**config.mk**
```make
export PLATFORM = sky130hd
export DESIGN_NAME = pmc_mode_control
export DESIGN_NICKNAME = d
export VERILOG_FILES = /design/src/pmc_pkg.sv /design/src/pmc_mode_control.sv
export SDC_FILE = /design/constraint.sdc
export NUM_CORES = 1
export LEC_CHECK = 0
export ABC_AREA = 1
export BUFFER_PORTS_ARGS = -buffer_cell sky130_fd_sc_hd__clkbuf_2
export CORE_ASPECT_RATIO = 1.5
export CORE_MARGIN = 5
export CORE_UTILIZATION = 35
export CTS_BUF_LIST = sky130_fd_sc_hd__clkbuf_4 sky130_fd_sc_hd__clkbuf_8 sky130_fd_sc_hd__clkbuf_16
export DETAILED_ROUTE_END_ITERATION = 10
export SETUP_SLACK_MARGIN = 0.5
export SLEW_MARGIN = 20
export SYNTH_ARGS = -nofsm -noshare
export SYNTH_HDL_FRONTEND = slang
export SYNTH_SLANG_ARGS = --single-unit
```
**constraint.sdc**
```tcl
create_clock -name sys_clk -period 1.1 [get_ports sys_clk]
set_input_delay 0.11 -clock sys_clk [delete_from_list [all_inputs] [get_ports sys_clk]]
set_output_delay 0.11 -clock sys_clk [all_outputs]
set_load 0.01 [all_outputs]
```
**src/pmc_pkg.sv**
```systemverilog
// Package for the performance monitor mode control bank
package pmc_pkg;
  localparam int unsigned WORD_W = 32;
  localparam logic [9:0] SPR_CTRL_FIRST = 10'h3B8;
  localparam logic [9:0] SPR_CTRL_SECOND = 10'h31E;
  localparam logic [31:0] CTRL_RESET = 32'h0000_0000;
  // Bit positions are little-endian (bit 0 = LSB) and mirror the printed bit numbers
  localparam int unsigned B_FREEZE_ALL = 0;
  localparam int unsigned B_FREEZE_SUP = 1;
  localparam int unsigned B_FREEZE_USR = 2;
  localparam int unsigned B_FREEZE_MARK1 = 3;
  localparam int unsigned B_FREEZE_MARK0 = 4;
  localparam int unsigned B_GLOBAL_XE = 5;
  localparam int unsigned B_FREEZE_EXC = 6;
  localparam int unsigned B_FIRST_XE = 16;
  localparam int unsigned B_OTHER_XE = 17;
  localparam int unsigned B_TRIGGER = 18;
  localparam int unsigned F_SEL1_LO = 19;
  localparam int unsigned F_SEL2_LO = 26;
  localparam int unsigned F_SEL3_LO = 0;
  localparam int unsigned F_SEL4_LO = 5;
  localparam int unsigned F_SEL5_LO = 10;
  localparam int unsigned F_SEL6_LO = 15;
  localparam int unsigned F_SEL7_LO = 20;
  localparam int unsigned F_SEL8_LO = 25;
  localparam int unsigned B_FREEZE_BKPT = 29;
  localparam int unsigned B_HIST_FIRST = 30;
  localparam int unsigned B_HIST_OTHER = 31;
  localparam int unsigned SEL1_W = 7;
  localparam int unsigned SEL2_W = 6;
  localparam int unsigned SEL_MID_W = 5;
  localparam int unsigned SEL8_W = 4;
  localparam int unsigned NUM_COUNTERS = 8;
endpackage
```
**src/pmc_mode_control.sv**
```systemverilog
// Mode control bank of the performance monitor: control registers and counter gating
`timescale 1ns/10ps
// Functional notes
// - Bit 16 of first control enables interrupt when counter one goes negative.
// - Bit 17 enables interrupt for other counters; overrides freeze-on-exception.
// - Bit 18 holds counters two to eight until counter one negative or interrupt.
// - First control bits 19 to 25 select counter one event.
// - First control bits 26 to 31 select counter two event.
// - Second control is a 32-bit register at special register 798.
// - Second control reads and writes only in supervisor mode.
// - Second control is all zeros after reset.
// - Reading second control changes none of its fields.
// - Second control bits 0-4, 5-9, 10-14 select counters three to five.
// - Bits 15-19, 20-24 and four-bit 25-28 select counters six to eight.
// - Bit 29 set stops all counter updates until a monitored breakpoint match.
// - Bit 30 puts counter one in history mode.
// - Bit 31 puts counters two to eight in history mode.
// - All counters count their selected events concurrently.
// - A counter is negative when its top bit is set.
// - Interrupt needs both counter enable and global enable set.
// - Freeze-on-exception stops all counters after an interrupt until software clears.
module pmc_mode_control
  import pmc_pkg::*;
#(
  parameter int unsigned COUNTERS = pmc_pkg::NUM_COUNTERS
) (
  // Clock and reset
  input wire logic sys_clk,
  input wire logic nrst,
  // Special register access
  input wire logic spr_wr,
  input wire logic spr_rd,
  input wire logic [9:0] spr_num,
  input wire logic [pmc_pkg::WORD_W-1:0] spr_wdata,
  output logic [pmc_pkg::WORD_W-1:0] spr_rdata,
  output logic spr_priv_fault,
  // Machine state
  input wire logic problem_state_bit,
  input wire logic monitor_mark_bit,
  // Breakpoint and counter state
  input wire logic instr_address_breakpoint,
  input wire logic [COUNTERS-1:0] counter_sign,
  // Gating and selections to the counters
  output logic [COUNTERS-1:0] counter_update_en,
  output logic [COUNTERS-1:0] counter_history_mode,
  output logic [pmc_pkg::SEL1_W-1:0] counter_one_event_select,
  output logic [pmc_pkg::SEL2_W-1:0] counter_two_event_select,
  output logic [pmc_pkg::SEL_MID_W-1:0] counter_three_event_select,
  output logic [pmc_pkg::SEL_MID_W-1:0] counter_four_event_select,
  output logic [pmc_pkg::SEL_MID_W-1:0] counter_five_event_select,
  output logic [pmc_pkg::SEL_MID_W-1:0] counter_six_event_select,
  output logic [pmc_pkg::SEL_MID_W-1:0] counter_seven_event_select,
  output logic [pmc_pkg::SEL8_W-1:0] counter_eight_event_select,
  // Interrupt signal to the exception logic
  output logic monitor_irq
);
  import pmc_pkg::*;

  initial begin
    if (COUNTERS != NUM_COUNTERS) begin
      $error("pmc_mode_control supports exactly eight counters");
    end
  end

  logic [WORD_W-1:0] monitor_control_first;
  logic [WORD_W-1:0] monitor_control_second;
  logic frozen_by_exc;
  logic trigger_seen;
  logic supervisor;
  logic hit_first;
  logic hit_second;
  logic allowed;
  logic monitored_match;
  logic irq_cond;
  logic exc_freeze_active;
  logic hold_others;

  assign supervisor = ~problem_state_bit;
  assign hit_first = (spr_num == SPR_CTRL_FIRST);
  assign hit_second = (spr_num == SPR_CTRL_SECOND);

  // Counting allowed by the low freeze bits and the machine state
  assign allowed = ~monitor_control_first[B_FREEZE_ALL]
      & ~(monitor_control_first[B_FREEZE_SUP] & supervisor)
      & ~(monitor_control_first[B_FREEZE_USR] & problem_state_bit)
      & ~(monitor_control_first[B_FREEZE_MARK1] & monitor_mark_bit)
      & ~(monitor_control_first[B_FREEZE_MARK0] & ~monitor_mark_bit);
  assign monitored_match = instr_address_breakpoint & allowed;

  // Counter negative is its top bit; interrupt needs both enables
  assign irq_cond = monitor_control_first[B_GLOBAL_XE]
      & ((monitor_control_first[B_FIRST_XE] & counter_sign[0])
      | (monitor_control_first[B_OTHER_XE] & (|counter_sign[COUNTERS-1:1])));
  assign monitor_irq = irq_cond;

  // First control: software writes; hardware drops the global enable on interrupt
  always_ff @(posedge sys_clk or negedge nrst) begin
    if (!nrst) begin
      monitor_control_first <= CTRL_RESET;
    end else if (spr_wr && hit_first) begin
      monitor_control_first <= spr_wdata;
    end else if (irq_cond) begin
      monitor_control_first[B_GLOBAL_XE] <= 1'b0;
    end
  end

  // Second control: supervisor-only; a hardware clear of bit 29 loses to nothing but reset
  always_ff @(posedge sys_clk or negedge nrst) begin
    if (!nrst) begin
      monitor_control_second <= CTRL_RESET;
    end else if (spr_wr && hit_second && supervisor) begin
      monitor_control_second <= spr_wdata;
      if (monitored_match) begin
        monitor_control_second[B_FREEZE_BKPT] <= 1'b0;
      end
    end else if (monitored_match) begin
      monitor_control_second[B_FREEZE_BKPT] <= 1'b0;
    end
  end

  // Freeze after interrupt, held until software rewrites the first control
  always_ff @(posedge sys_clk or negedge nrst) begin
    if (!nrst) begin
      frozen_by_exc <= 1'b0;
    end else if (irq_cond && monitor_control_first[B_FREEZE_EXC]) begin
      frozen_by_exc <= 1'b1;
    end else if (spr_wr && hit_first) begin
      frozen_by_exc <= 1'b0;
    end
  end

  // Trigger release: counter one negative or interrupt, rearmed by a write
  always_ff @(posedge sys_clk or negedge nrst) begin
    if (!nrst) begin
      trigger_seen <= 1'b0;
    end else if (counter_sign[0] || irq_cond) begin
      trigger_seen <= 1'b1;
    end else if (spr_wr && hit_first) begin
      trigger_seen <= 1'b0;
    end
  end

  // Other-counter exception enable overrides freeze-on-exception
  assign exc_freeze_active = frozen_by_exc & ~monitor_control_first[B_OTHER_XE];
  assign hold_others = monitor_control_first[B_TRIGGER] & ~trigger_seen & ~counter_sign[0];

  // Counters update concurrently, each under the shared gates
  genvar gi;
  generate
    for (gi = 0; gi < COUNTERS; gi++) begin : g_gate
      if (gi == 0) begin : g_first
        assign counter_update_en[gi] = allowed & ~exc_freeze_active
            & ~monitor_control_second[B_FREEZE_BKPT];
        assign counter_history_mode[gi] = monitor_control_second[B_HIST_FIRST];
      end else begin : g_other
        assign counter_update_en[gi] = allowed & ~exc_freeze_active & ~hold_others
            & ~monitor_control_second[B_FREEZE_BKPT];
        assign counter_history_mode[gi] = monitor_control_second[B_HIST_OTHER];
      end
    end
  endgenerate

  // Event selectors straight from the register fields
  assign counter_one_event_select = monitor_control_first[F_SEL1_LO +: SEL1_W];
  assign counter_two_event_select = monitor_control_first[F_SEL2_LO +: SEL2_W];
  assign counter_three_event_select = monitor_control_second[F_SEL3_LO +: SEL_MID_W];
  assign counter_four_event_select = monitor_control_second[F_SEL4_LO +: SEL_MID_W];
  assign counter_five_event_select = monitor_control_second[F_SEL5_LO +: SEL_MID_W];
  assign counter_six_event_select = monitor_control_second[F_SEL6_LO +: SEL_MID_W];
  assign counter_seven_event_select = monitor_control_second[F_SEL7_LO +: SEL_MID_W];
  assign counter_eight_event_select = monitor_control_second[F_SEL8_LO +: SEL8_W];

  // Read data registered; reads never touch state
  always_ff @(posedge sys_clk or negedge nrst) begin
    if (!nrst) begin
      spr_rdata <= CTRL_RESET;
      spr_priv_fault <= 1'b0;
    end else begin
      spr_priv_fault <= (spr_rd || spr_wr) && hit_second && !supervisor;
      if (spr_rd && hit_first) begin
        spr_rdata <= monitor_control_first;
      end else if (spr_rd && hit_second && supervisor) begin
        spr_rdata <= monitor_control_second;
      end else begin
        spr_rdata <= CTRL_RESET;
      end
    end
  end

  // Privilege checks on the second control register
  a_user_write_blocked: assert property (@(posedge sys_clk) disable iff (!nrst)
    (spr_wr && hit_second && problem_state_bit && !monitored_match)
    |=> $stable(monitor_control_second))
    else $error("user write changed second control");

  a_fault_pulse: assert property (@(posedge sys_clk) disable iff (!nrst)
    ((spr_wr || spr_rd) && hit_second && problem_state_bit)
    |=> spr_priv_fault)
    else $error("user access to second control raised no fault");

  a_fault_only_user: assert property (@(posedge sys_clk) disable iff (!nrst)
    spr_priv_fault |-> $past(problem_state_bit))
    else $error("fault raised in supervisor mode");

  a_fault_idle: assert property (@(posedge sys_clk) disable iff (!nrst)
    !(spr_rd || spr_wr) |=> !spr_priv_fault)
    else $error("fault raised without an access");

  a_user_read_zero: assert property (@(posedge sys_clk) disable iff (!nrst)
    (spr_rd && hit_second && problem_state_bit)
    |=> (spr_rdata == '0))
    else $error("user read returned second control");

  // Reads hand back the word and leave it alone
  a_read_no_effect: assert property (@(posedge sys_clk) disable iff (!nrst)
    (spr_rd && !spr_wr && !monitored_match) |=> $stable(monitor_control_second))
    else $error("read changed second control");

  a_sup_read_data: assert property (@(posedge sys_clk) disable iff (!nrst)
    (spr_rd && hit_second && supervisor)
    |=> (spr_rdata == $past(monitor_control_second)))
    else $error("supervisor read returned wrong data");

  a_rdata_idle: assert property (@(posedge sys_clk) disable iff (!nrst)
    !spr_rd |=> (spr_rdata == '0))
    else $error("read data stood without a read");

  a_unmapped_read_zero: assert property (@(posedge sys_clk) disable iff (!nrst)
    (spr_rd && !hit_first && !hit_second) |=> (spr_rdata == '0))
    else $error("unmapped read returned data");

  // Writes land whole, one cycle after the strobe
  a_sup_write_lands: assert property (@(posedge sys_clk) disable iff (!nrst)
    (spr_wr && hit_second && supervisor && !monitored_match)
    |=> (monitor_control_second == $past(spr_wdata)))
    else $error("supervisor write to second control lost");

  a_first_write_lands: assert property (@(posedge sys_clk) disable iff (!nrst)
    (spr_wr && hit_first) |=> (monitor_control_first == $past(spr_wdata)))
    else $error("write to first control lost");

  a_sel_one: assert property (@(posedge sys_clk) disable iff (!nrst)
    (spr_wr && hit_first)
    |=> (counter_one_event_select == $past(spr_wdata[F_SEL1_LO +: SEL1_W])))
    else $error("counter one selector wrong");

  a_sel_two: assert property (@(posedge sys_clk) disable iff (!nrst)
    (spr_wr && hit_first)
    |=> (counter_two_event_select == $past(spr_wdata[F_SEL2_LO +: SEL2_W])))
    else $error("counter two selector wrong");

  a_sel_three: assert property (@(posedge sys_clk) disable iff (!nrst)
    (spr_wr && hit_second && supervisor)
    |=> (counter_three_event_select == $past(spr_wdata[F_SEL3_LO +: SEL_MID_W])))
    else $error("counter three selector wrong");

  a_sel_four: assert property (@(posedge sys_clk) disable iff (!nrst)
    (spr_wr && hit_second && supervisor)
    |=> (counter_four_event_select == $past(spr_wdata[F_SEL4_LO +: SEL_MID_W])))
    else $error("counter four selector wrong");

  a_sel_five: assert property (@(posedge sys_clk) disable iff (!nrst)
    (spr_wr && hit_second && supervisor)
    |=> (counter_five_event_select == $past(spr_wdata[F_SEL5_LO +: SEL_MID_W])))
    else $error("counter five selector wrong");

  a_sel_six: assert property (@(posedge sys_clk) disable iff (!nrst)
    (spr_wr && hit_second && supervisor)
    |=> (counter_six_event_select == $past(spr_wdata[F_SEL6_LO +: SEL_MID_W])))
    else $error("counter six selector wrong");

  a_sel_seven: assert property (@(posedge sys_clk) disable iff (!nrst)
    (spr_wr && hit_second && supervisor)
    |=> (counter_seven_event_select == $past(spr_wdata[F_SEL7_LO +: SEL_MID_W])))
    else $error("counter seven selector wrong");

  a_sel_eight: assert property (@(posedge sys_clk) disable iff (!nrst)
    (spr_wr && hit_second && supervisor)
    |=> (counter_eight_event_select == $past(spr_wdata[F_SEL8_LO +: SEL8_W])))
    else $error("counter eight selector wrong");

  // History mode selects
  a_hist_first: assert property (@(posedge sys_clk) disable iff (!nrst)
    (spr_wr && hit_second && supervisor)
    |=> (counter_history_mode[0] == $past(spr_wdata[B_HIST_FIRST])))
    else $error("counter one history mode wrong");

  a_history_map: assert property (@(posedge sys_clk) disable iff (!nrst)
    $rose(monitor_control_second[B_HIST_OTHER]) |-> (&counter_history_mode[COUNTERS-1:1]))
    else $error("history mode not applied");

  a_history_off: assert property (@(posedge sys_clk) disable iff (!nrst)
    !monitor_control_second[B_HIST_OTHER] |-> (counter_history_mode[COUNTERS-1:1] == '0))
    else $error("history mode stuck on");

  // Breakpoint freeze
  a_freeze_set_by_write: assert property (@(posedge sys_clk) disable iff (!nrst)
    (spr_wr && hit_second && supervisor && spr_wdata[B_FREEZE_BKPT] && !monitored_match)
    |=> monitor_control_second[B_FREEZE_BKPT])
    else $error("freeze bit not taken from write");

  a_bkpt_freeze_gates: assert property (@(posedge sys_clk) disable iff (!nrst)
    monitor_control_second[B_FREEZE_BKPT] |-> (counter_update_en == '0))
    else $error("counters enabled while frozen for breakpoint");

  a_match_clears_freeze: assert property (@(posedge sys_clk) disable iff (!nrst)
    monitored_match |=> !monitor_control_second[B_FREEZE_BKPT])
    else $error("freeze bit survived monitored match");

  a_unmonitored_match: assert property (@(posedge sys_clk) disable iff (!nrst)
    (instr_address_breakpoint && !allowed && monitor_control_second[B_FREEZE_BKPT]
      && !(spr_wr && hit_second))
    |=> monitor_control_second[B_FREEZE_BKPT])
    else $error("unmonitored match cleared freeze bit");

  // Freeze bits and machine state gate every counter
  a_gate_allowed: assert property (@(posedge sys_clk) disable iff (!nrst)
    !allowed |-> (counter_update_en == '0))
    else $error("counters enabled while freeze bits forbid");

  a_freeze_all: assert property (@(posedge sys_clk) disable iff (!nrst)
    monitor_control_first[B_FREEZE_ALL] |-> !allowed)
    else $error("freeze-all bit ignored");

  a_freeze_user: assert property (@(posedge sys_clk) disable iff (!nrst)
    (monitor_control_first[B_FREEZE_USR] && problem_state_bit) |-> !allowed)
    else $error("user freeze ignored");

  a_freeze_sup: assert property (@(posedge sys_clk) disable iff (!nrst)
    (monitor_control_first[B_FREEZE_SUP] && supervisor) |-> !allowed)
    else $error("supervisor freeze ignored");

  a_freeze_mark: assert property (@(posedge sys_clk) disable iff (!nrst)
    ((monitor_control_first[B_FREEZE_MARK1] && monitor_mark_bit)
      || (monitor_control_first[B_FREEZE_MARK0] && !monitor_mark_bit)) |-> !allowed)
    else $error("mark freeze ignored");

  a_concurrent_run: assert property (@(posedge sys_clk) disable iff (!nrst)
    (allowed && !exc_freeze_active && !hold_others && !monitor_control_second[B_FREEZE_BKPT])
    |-> (&counter_update_en))
    else $error("counters not running together");

  // Trigger gate
  a_trigger_hold: assert property (@(posedge sys_clk) disable iff (!nrst)
    hold_others |-> (counter_update_en[COUNTERS-1:1] == '0))
    else $error("other counters ran while trigger held");

  a_trigger_release: assert property (@(posedge sys_clk) disable iff (!nrst)
    counter_sign[0] |-> !hold_others)
    else $error("trigger held after counter one negative");

  a_first_not_held: assert property (@(posedge sys_clk) disable iff (!nrst)
    (hold_others && allowed && !exc_freeze_active && !monitor_control_second[B_FREEZE_BKPT])
    |-> counter_update_en[0])
    else $error("trigger held counter one");

  // Interrupt signalling and the freeze that follows it
  a_irq_needs_enables: assert property (@(posedge sys_clk) disable iff (!nrst)
    monitor_irq |-> monitor_control_first[B_GLOBAL_XE]
      && (monitor_control_first[B_FIRST_XE] || monitor_control_first[B_OTHER_XE]))
    else $error("interrupt without enables");

  a_no_irq_without_global: assert property (@(posedge sys_clk) disable iff (!nrst)
    !monitor_control_first[B_GLOBAL_XE] |-> !monitor_irq)
    else $error("interrupt with global enable clear");

  a_neg_first_irq: assert property (@(posedge sys_clk) disable iff (!nrst)
    (counter_sign[0] && monitor_control_first[B_FIRST_XE] && monitor_control_first[B_GLOBAL_XE]
      && !(spr_wr && hit_first))
    |-> monitor_irq ##1 !monitor_control_first[B_GLOBAL_XE])
    else $error("counter one negative did not signal");

  a_neg_other_irq: assert property (@(posedge sys_clk) disable iff (!nrst)
    (counter_sign[1] && monitor_control_first[B_OTHER_XE] && monitor_control_first[B_GLOBAL_XE])
    |-> monitor_irq)
    else $error("other counter negative did not signal");

  a_exc_freeze_holds: assert property (@(posedge sys_clk) disable iff (!nrst)
    (irq_cond && monitor_control_first[B_FREEZE_EXC] && !spr_wr
      && !monitor_control_first[B_OTHER_XE])
    |=> (counter_update_en == '0) [*2] or (spr_wr && hit_first))
    else $error("counters ran after freezing interrupt");

  a_freeze_sticks: assert property (@(posedge sys_clk) disable iff (!nrst)
    (frozen_by_exc && !(spr_wr && hit_first)) |=> frozen_by_exc)
    else $error("exception freeze released without a write");

  a_exc_freeze_gates: assert property (@(posedge sys_clk) disable iff (!nrst)
    exc_freeze_active |-> (counter_update_en == '0))
    else $error("counters enabled while exception freeze active");

  // The other-counter enable keeps counters running through an exception freeze
  a_override_freeze: assert property (@(posedge sys_clk) disable iff (!nrst)
    (monitor_control_first[B_OTHER_XE] && allowed && !hold_others
      && !monitor_control_second[B_FREEZE_BKPT])
    |-> (&counter_update_en))
    else $error("override of exception freeze ignored");
endmodule

```
# Word-level counts from Yosys, hierarchy flattened
# Cells that the tools add are included.
# classes
n_addsub	0
n_mul	0
div	0
n_lt_le_gt_ge	0
n_eq_ne	2
shift	0
mux	10
bitwise	33
reduce_logical	16
# ops
cell	count
$mux 32	2
$eq 10x10->1 const B	2
$and 1x1->1	19
$not 1->1	13
$logic_and 1x1->1	9
$mux 1	8
$reduce_bool 2->1	4
$reduce_or 7->1	1
$logic_or 1x1->1	2
$or 1x1->1	1
# totals
regBits	99
latch_bits	0
mem_bits_rw	0
rom_bits	0
elab_cells	69
mem_count	0

# Depth between registers and ports, before layout
# Gate-level depths: netlist of run 1.
# depth
depth_word	10
depth_mapped	9
depth_no_buf	8

# Worst setup path after synthesis of run 1
# Ideal clock, no wire load.
# synth_path
kind	register to output
startpoint	register monitor_control_first[1]
endpoint	output counter_update_en[2]
arrival_ns	1.430
setup_slack_ns	-0.440
path_stages_with_launch	6
path_buffers	1
cell_sequence	dfrtp_1 > o21ai_0 > nand2_1 > nor3_1 > o21a_1 > buf_4
# synth_between
elab_chain_cells	9
# synth_rtl
element	line	source
start, declared	pmc_mode_control.sv:65	logic [WORD_W-1:0] monitor_control_first;
start signal, assigned	pmc_mode_control.sv:101	monitor_control_first <= spr_wdata;
$and 1x1->1	pmc_mode_control.sv:84	& ~(monitor_control_first[B_FREEZE_SUP] & supervisor)
$not 1->1	pmc_mode_control.sv:84	
$and 1x1->1	pmc_mode_control.sv:84	
$and 1x1->1	pmc_mode_control.sv:85	& ~(monitor_control_first[B_FREEZE_USR] & problem_state_bit)
$and 1x1->1	pmc_mode_control.sv:86	& ~(monitor_control_first[B_FREEZE_MARK1] & monitor_mark_bit)
$and 1x1->1	pmc_mode_control.sv:87	& ~(monitor_control_first[B_FREEZE_MARK0] & ~monitor_mark_bit);
$and 1x1->1 (3 in series)	-	
end, declared	pmc_mode_control.sv:44	output logic [COUNTERS-1:0] counter_update_en,
# Every way passes these cells.

# Worst setup path in the final report of run 1
# layout_path
startpoint	register monitor_control_first[2]
endpoint	output counter_update_en[4]
# layout_between
elab_chain_cells	8
# layout_rtl
element	line	source
$and 1x1->1	pmc_mode_control.sv:85	
$not 1->1	pmc_mode_control.sv:85	
$and 1x1->1	pmc_mode_control.sv:85	
$and 1x1->1	pmc_mode_control.sv:86	
$and 1x1->1	pmc_mode_control.sv:87	
$and 1x1->1 (2 in series)	pmc_mode_control.sv:156	assign counter_update_en[gi] = allowed & ~exc_freeze_active & ~hold_others
$and 1x1->1	pmc_mode_control.sv:157	& ~monitor_control_second[B_FREEZE_BKPT];
# Every way passes these cells.

==> impl_metrics.toml, run 1 <==
[synth]
synth_area_leaders = "dfrtp_1 (55%), nand2_1 (15%), buf_4 (9.6%)"
synth_edf_count = 0
synth_top_area_share_pct = 55.4
yosys.cell_types.count = 23
synth_cells = 505
synth_commonest_cells = "nand2_1 (173), dfrtp_1 (99), o21ai_1 (67), buf_4 (57), inv_1 (38)"
yosysSeqAreaShare_pct = 55.4
synth_area_sq_um = 4470
ys_warn_count = 0
ys_ff_latch = 99
synthesis.nets = 562
synth.most_common_cell = "nand2_1"
async_flop_share_pct = 100
synth_top_area_cell = "dfrtp_1"
syn_area_per_cell_sq_um = 8.85
dominantRegCellSynth = "dfrtp_1"

[critical_path]
crit_chain = "inv_1 > nand2_1 > o21ai_2 > nand2_2 > nor3_4 > o21a_4 > buf_2"
r2r-end = "monitor_control_first[4]"
worstSetupPathType = "reg2out"
startpoint_type = "flip-flop"
rrSetupSlack_ns = -0.48
end_kind = "output pin"
r2r_cells = 11
arrival_ns = 1.58
path_delay_family = "flip-flops"
path_buf_inv = 2
cp.depth = 7
slowest_delay_ns = 0.40
crit_end = "counter_update_en[4]"
timing.critical_path.from = "monitor_control_first[2]"
cp_max_fo = 7
worstPathRequired_ns = 0.99
slowest_stage = "dfrtp_1"
r2r-start = "monitor_control_first[4]"

[layout]
antennaDiodeCount = 0
regArea_sq_um = 2480
fill_cells = 937
layout.cells.non_filler = 899
multi_input_area_sq_um = 2380
area_delta_synth_final_pct = 89.1
nNetsFinal = 795
final_cell_area_sq_um = 8450
layout-drive-gt1-share_pct = 74.6

[timing]
hold_viol = 91
setup_viol = 12
rsz0062_at_grt = "true"
skew_ns = 0.00801
final.setup.worst_slack_ns = -0.593
fin_crit_ns = 1.69
slew_viol_final = 0
finalCritPeriodShare_pct = 154
worst_pin_slew_ns = 0.275
clock.fmax_mhz = 591
relSlewSlack_pct = 81.6
worst_hold_slack_ns = -0.0511

[clock_network]
cts_buffers = 9
clockBufferDepth = 2
cts.sinks = 99
clkLatencyLatePin_ns = 0.34
cts-root-buf = "clkbuf_16"
cts_tree = "yes"
holdBufCountCts = 1
htree_levels = 3
path_clk_slew_ns = 0.07

[worst_hold_path]
min_path_type = "in2async"

[drt]
dr.pass1.iters = 4
drc = 0
wl_mm = 17.0
ant_nets = 0
vias_per_cell = 4.89
drt_iter0_markers = 89
wl_per_cell_um = 18.9
dr_total_vias = 4394

[grt]
grt_overflow = 0
antenna_found_initial = 0
grt_max_degree = 56
grt_pass1_vias = 4595
grt_pass1_wl_mm = 24.3
grt_usage_pct = 21.3

[flow_run]
drv_cap = 0

[placement]
place_area_sq_um = 5140
place.port_buffers = 148
placed_cells = 756
gp_congestion = 0.768
place_hpwl_mm = 8.32

[floorplanning]
io-pin-count = 149
start_util_pct = 35.7
rows = 50
fp.dieW_um = 102
core_region_area_sq_um = 12500
die_y_um = 148
die_area_sq_um = 15200

[status]
violations = "negative hold slack, negative setup slack"
outcome = "finished, violations left"

[power_and_ir_drop]
p_leak_nw = 4.46
power_density_nw_per_um2 = 903
peakVddDrop_mv = 0.891
through the flow:
step	util (%)	hold slack, ns	setup TNS (ns)	setup WS [ns]	power [mW]
2_1_floorplan	-	-0.186	-1.07	-0.171	3.90
3_3_place_gp	41.1	0.115	-14.58	-0.200	4.13
3_5_place_dp	41.1	0.122	-17.88	-0.247	4.14
4_1_cts	59.7	-0.0277	-5.14	-0.536	7.54
5_1_grt	67.5	-0.0271	-6.85	-0.657	7.92
6_report	67.5	-0.0511	-5.89	-0.593	7.63
flip-flops by register name, indices dropped and copies added, names as in the netlist:
register / cells
frozen_by_exc: 1
monitor_control_first: 32
monitor_control_second: 32
spr_priv_fault: 1
spr_rdata: 32
trigger_seen: 1
logic make-up (layout without fill, tap and decap cells):
kind of cell	after synthesis	count (layout)	share of synthesized area, %
AND/OR/NAND/NOR	201	201	17.8
flip-flops	99	99	55.4
AO/OA/AOI/OAI	87	87	10.4
buffers and inverters	118	356	16.3
worst min-delay path: cells and delay by family:
family,cells,cell delay [ns]
buffers and inverters,3,0.53
power breakdown:
group          internal (mW)  switching, mW
Clock                   1.85           1.46
Sequential              3.67         0.0257
Combinational          0.296          0.328
layout make-up:
cell class | count | share of cell area (%)
Clock buffer | 10 | 2.83
Clock inverter | 6 | 0.874
Inverter | 40 | 2.07
Multi-Input combinational cell | 288 | 28.1
Sequential cell | 99 | 29.4
Tap cell | 156 | 2.31
Timing Repair Buffer | 299 | 34.2
Timing Repair inverter | 1 | 0.193
cells in the final DEF (no fill, tap or decap), types with 3 or more instances in the layout:
| master | synthesis | routed |
|---|---|---|
| nand3_2 | 1 | 4 |
| inv_1 | 38 | 31 |
| clkbuf_8 | 0 | 6 |
| nand2_1 | 173 | 32 |
| clkbuf_16 | 0 | 11 |
| nand2_4 | 0 | 76 |
| buf_16 | 0 | 17 |
| buf_12 | 0 | 17 |
| clkbuf_2 | 2 | 46 |
| o21ai_4 | 0 | 4 |
| nand4_1 | 4 | 4 |
| nor2_1 | 14 | 5 |
| buf_4 | 57 | 72 |
| dfrtp_1 | 99 | 95 |
| buf_2 | 7 | 67 |
| inv_2 | 2 | 6 |
| clkinv_4 | 0 | 3 |
| nor2_2 | 1 | 3 |
| nor2_4 | 0 | 7 |
| buf_6 | 8 | 63 |
| buf_8 | 0 | 9 |
| nand2_2 | 0 | 64 |
| o21ai_2 | 7 | 61 |
| o21ai_1 | 67 | 19 |
| dfrtp_2 | 0 | 4 |
per-layer routing:
layer	part of all wire, %	GRT usage [%]	up-vias
met1	35	24.2	2187
met2	57	38.3	157
met5	0	0	-
met3	4.5	4.08	40
li1	-	-	2010
met4	3.5	8.54	0
worst min path at each step:
stage                                             to  slack, ns  depth (start not counted)
after CTS                  monitor_control_second[1]      -0.03                          3
after floorplan                        frozen_by_exc      -0.19                          0
after global routing      monitor_control_second[31]      -0.03                          3
after global placement     monitor_control_second[8]       0.12                          2
final                     monitor_control_second[31]      -0.05                          3
after detailed placement   monitor_control_second[8]       0.12                          2
what timing repair did:
action | 4_1_cts | 5_1_grt
gates resized for setup | 264 | 271
pin swaps | 59 | 54
endpoints found under the hold margin | 115 | 33
setup endpoints to repair | 190 | 245
gates cloned | 20 | 2
setup buffers | 83 | 21
No activity file was read; power rests on OpenSTA's default activity.
==> inputs of run 2 (changes only) <==
--- a/config.mk
+++ b/config.mk
@@ -7,11 +7,11 @@
 export LEC_CHECK = 0
 export ABC_AREA = 1
 export BUFFER_PORTS_ARGS = -buffer_cell sky130_fd_sc_hd__clkbuf_2
-export CORE_ASPECT_RATIO = 1.5
 export CORE_MARGIN = 5
 export CORE_UTILIZATION = 35
 export CTS_BUF_LIST = sky130_fd_sc_hd__clkbuf_4 sky130_fd_sc_hd__clkbuf_8 sky130_fd_sc_hd__clkbuf_16
 export DETAILED_ROUTE_END_ITERATION = 10
+export GPL_ROUTABILITY_DRIVEN = 0
 export SETUP_SLACK_MARGIN = 0.5
 export SLEW_MARGIN = 20
 export SYNTH_ARGS = -nofsm -noshare
==> run 2 against run 1 <==
  * The flow still finishes with violations (negative hold slack, negative setup slack)
  * Critical path depth is the same
  * Count of clock-buffer cells in the layout grew 3
  * Sequential share of layout area grew 0.78 points
  * Global-route usage shrank 0.40 points
  * Die area shrank 0.31%
  * Sequential power is essentially flat
  * Combinational power shrank 13%
  * Clock skew shrank 0.0015 ns
  * First-iteration DRC count grew to 2.6 times the previous value
  * Critical path type unchanged
  * Highest routed layer unchanged
==> impl_metrics.toml, run 2 (synthesis gave the netlist of run 1 again) <==
[status]
outcome = "finished, violations left"
violations = "negative hold slack, negative setup slack"

[drt]
dr.pass1.iters = 4
drt_iter0_markers = 230
wl_mm = 16.2
vias_per_cell = 4.67
ant_nets = 0
dr_total_vias = 4212
drc = 0
wl_per_cell_um = 17.9

[grt]
grt_overflow = 0
grt_use_met1_pct = 26.4
busiest_layer = "met2"
grt_max_degree = 76
grt_pass1_wl_mm = 23.5
grt_pass1_vias = 4310
grtUsageMet2_pct = 35.8
antenna_found_initial = 0
grt_usage_pct = 20.9
grtUsageMet3_pct = 3.98

[layout]
fill_cells = 970
area_delta_synth_final_pct = 84.0
top_regs = "monitor_control_first (32), monitor_control_second (32), spr_rdata (32)"
final_common_cell = "dfrtp_1"
layout.cells.non_filler = 902
nNetsFinal = 783
antennaDiodeCount = 0
final_cell_area_sq_um = 8220
final_cell_mix = "dfrtp_1 (97), buf_4 (73), buf_2 (70)"
layout-drive-gt1-share_pct = 70.1
fin_util_pct = 65.4

[critical_path]
worstSetupPathType = "reg2out"
slowest_delay_ns = 0.39
timing.critical_path.from = "monitor_control_first[2]"
r2r-start = "monitor_control_first[2]"
arrival_ns = 1.55
startpoint_type = "flip-flop"
r2r_cells = 9
end_kind = "output pin"
crit_chain = "inv_1 > nand2_1 > o21ai_2 > nand2_2 > nor3_4 > o21a_4 > buf_2"
r2r-end = "monitor_control_second[29]"
rrSetupSlack_ns = -0.06
cp_max_fo = 7
slowest_stage = "dfrtp_1"
crit_end = "counter_update_en[5]"
worstPathRequired_ns = 0.99

[floorplanning]
core_region_area_sq_um = 12600
die_y_um = 123
fp.dieW_um = 123
io-pin-count = 149
start_util_pct = 35.6
die_area_sq_um = 15100
rows = 41

[power_and_ir_drop]
power_density_nw_per_um2 = 911
p_leak_nw = 4.37
finalPower_mw = 7.49
peakVddDrop_mv = 0.580

[clock_network]
htree_levels = 3
cts.sinks = 99
path_clk_slew_ns = 0.06
cts_tree = "yes"
clkLatencyLatePin_ns = 0.35
cts_buffers = 9
cts-root-buf = "clkbuf_16"
clockBufferDepth = 2

[timing]
setup_viol = 17
tns_ns = -4.65
final.setup.worst_slack_ns = -0.559
clock.fmax_mhz = 603
fin_crit_ns = 1.66
hold_viol = 106
finalCritPeriodShare_pct = 151
worst_hold_slack_ns = -0.237
skew_ns = 0.00647
relSlewSlack_pct = 71.7
slew_viol_final = 0
worst_pin_slew_ns = 0.425
rsz0062_at_grt = "true"

[placement]
place_hpwl_mm = 7.72
dp_slack_ns = -0.246
placed_cells = 769
place_area_sq_um = 5140
place.port_buffers = 148

[worst_hold_path]
min_path_type = "in2async"

[flow_run]
drv_cap = 0
-- run 2: what timing repair did --
item | CTS | global route
setup endpoints to repair | 190 | 191
buffers inserted | 76 | 15
resized for setup | 228 | 234
cloned | 26 | 1
pin swaps | 43 | 35
hold endpoints to repair | 114 | 104
-- run 2: worst max-delay path: cells and delay by family, from the launching register on --
| kind | cells | cell delay, ns |
|---|---|---|
| buffers and inverters | 2 | 0.23 |
| DFF | 1 | 0.39 |
| and+or+nand+nor | 3 | 0.32 |
| AOI/OAI and AO/OA | 2 | 0.27 |
-- run 2: report_power, final --
part / internal (mW) / switching (mW)
Sequential: 3.67 / 0.0224
Combinational: 0.242 / 0.298
Clock: 1.92 / 1.34
Total: 5.83 / 1.66
-- run 2: worst min path at each step --
stage,cells after the start,from,to,slack (ns)
6_report,2,nrst,spr_rdata[15],-0.24
5_1_grt,2,nrst,spr_rdata[12],-0.21
4_1_cts,2,nrst,monitor_control_first[9],-0.23
3_5_place_dp,2,nrst,spr_rdata[12],0.14
3_3_place_gp,2,nrst,spr_rdata[14],0.14
2_1_floorplan,0,nrst,frozen_by_exc,-0.19
-- run 2: final cells by class --
cell class	count	area [sq um]	area share, %
inverters	40	180	2.19
repair inverters	1	11.3	0.137
clock inverters	2	35.0	0.426
well taps	172	215	2.62
multi-input cells	288	2220	27.0
repair buffers	287	2810	34.2
flip-flops and latches	99	2480	30.2
clock buffers	13	268	3.26
-- run 2: per-layer routing --
| layer | vias to the layer above | share of wire [%] |
|---|---|---|
| met2 | 122 | 52 |
| met1 | 2088 | 41 |
| met4 | 0 | 2.0 |
| met3 | 21 | 5.6 |
| li1 | 1981 | - |
| met5 | - | 0 |
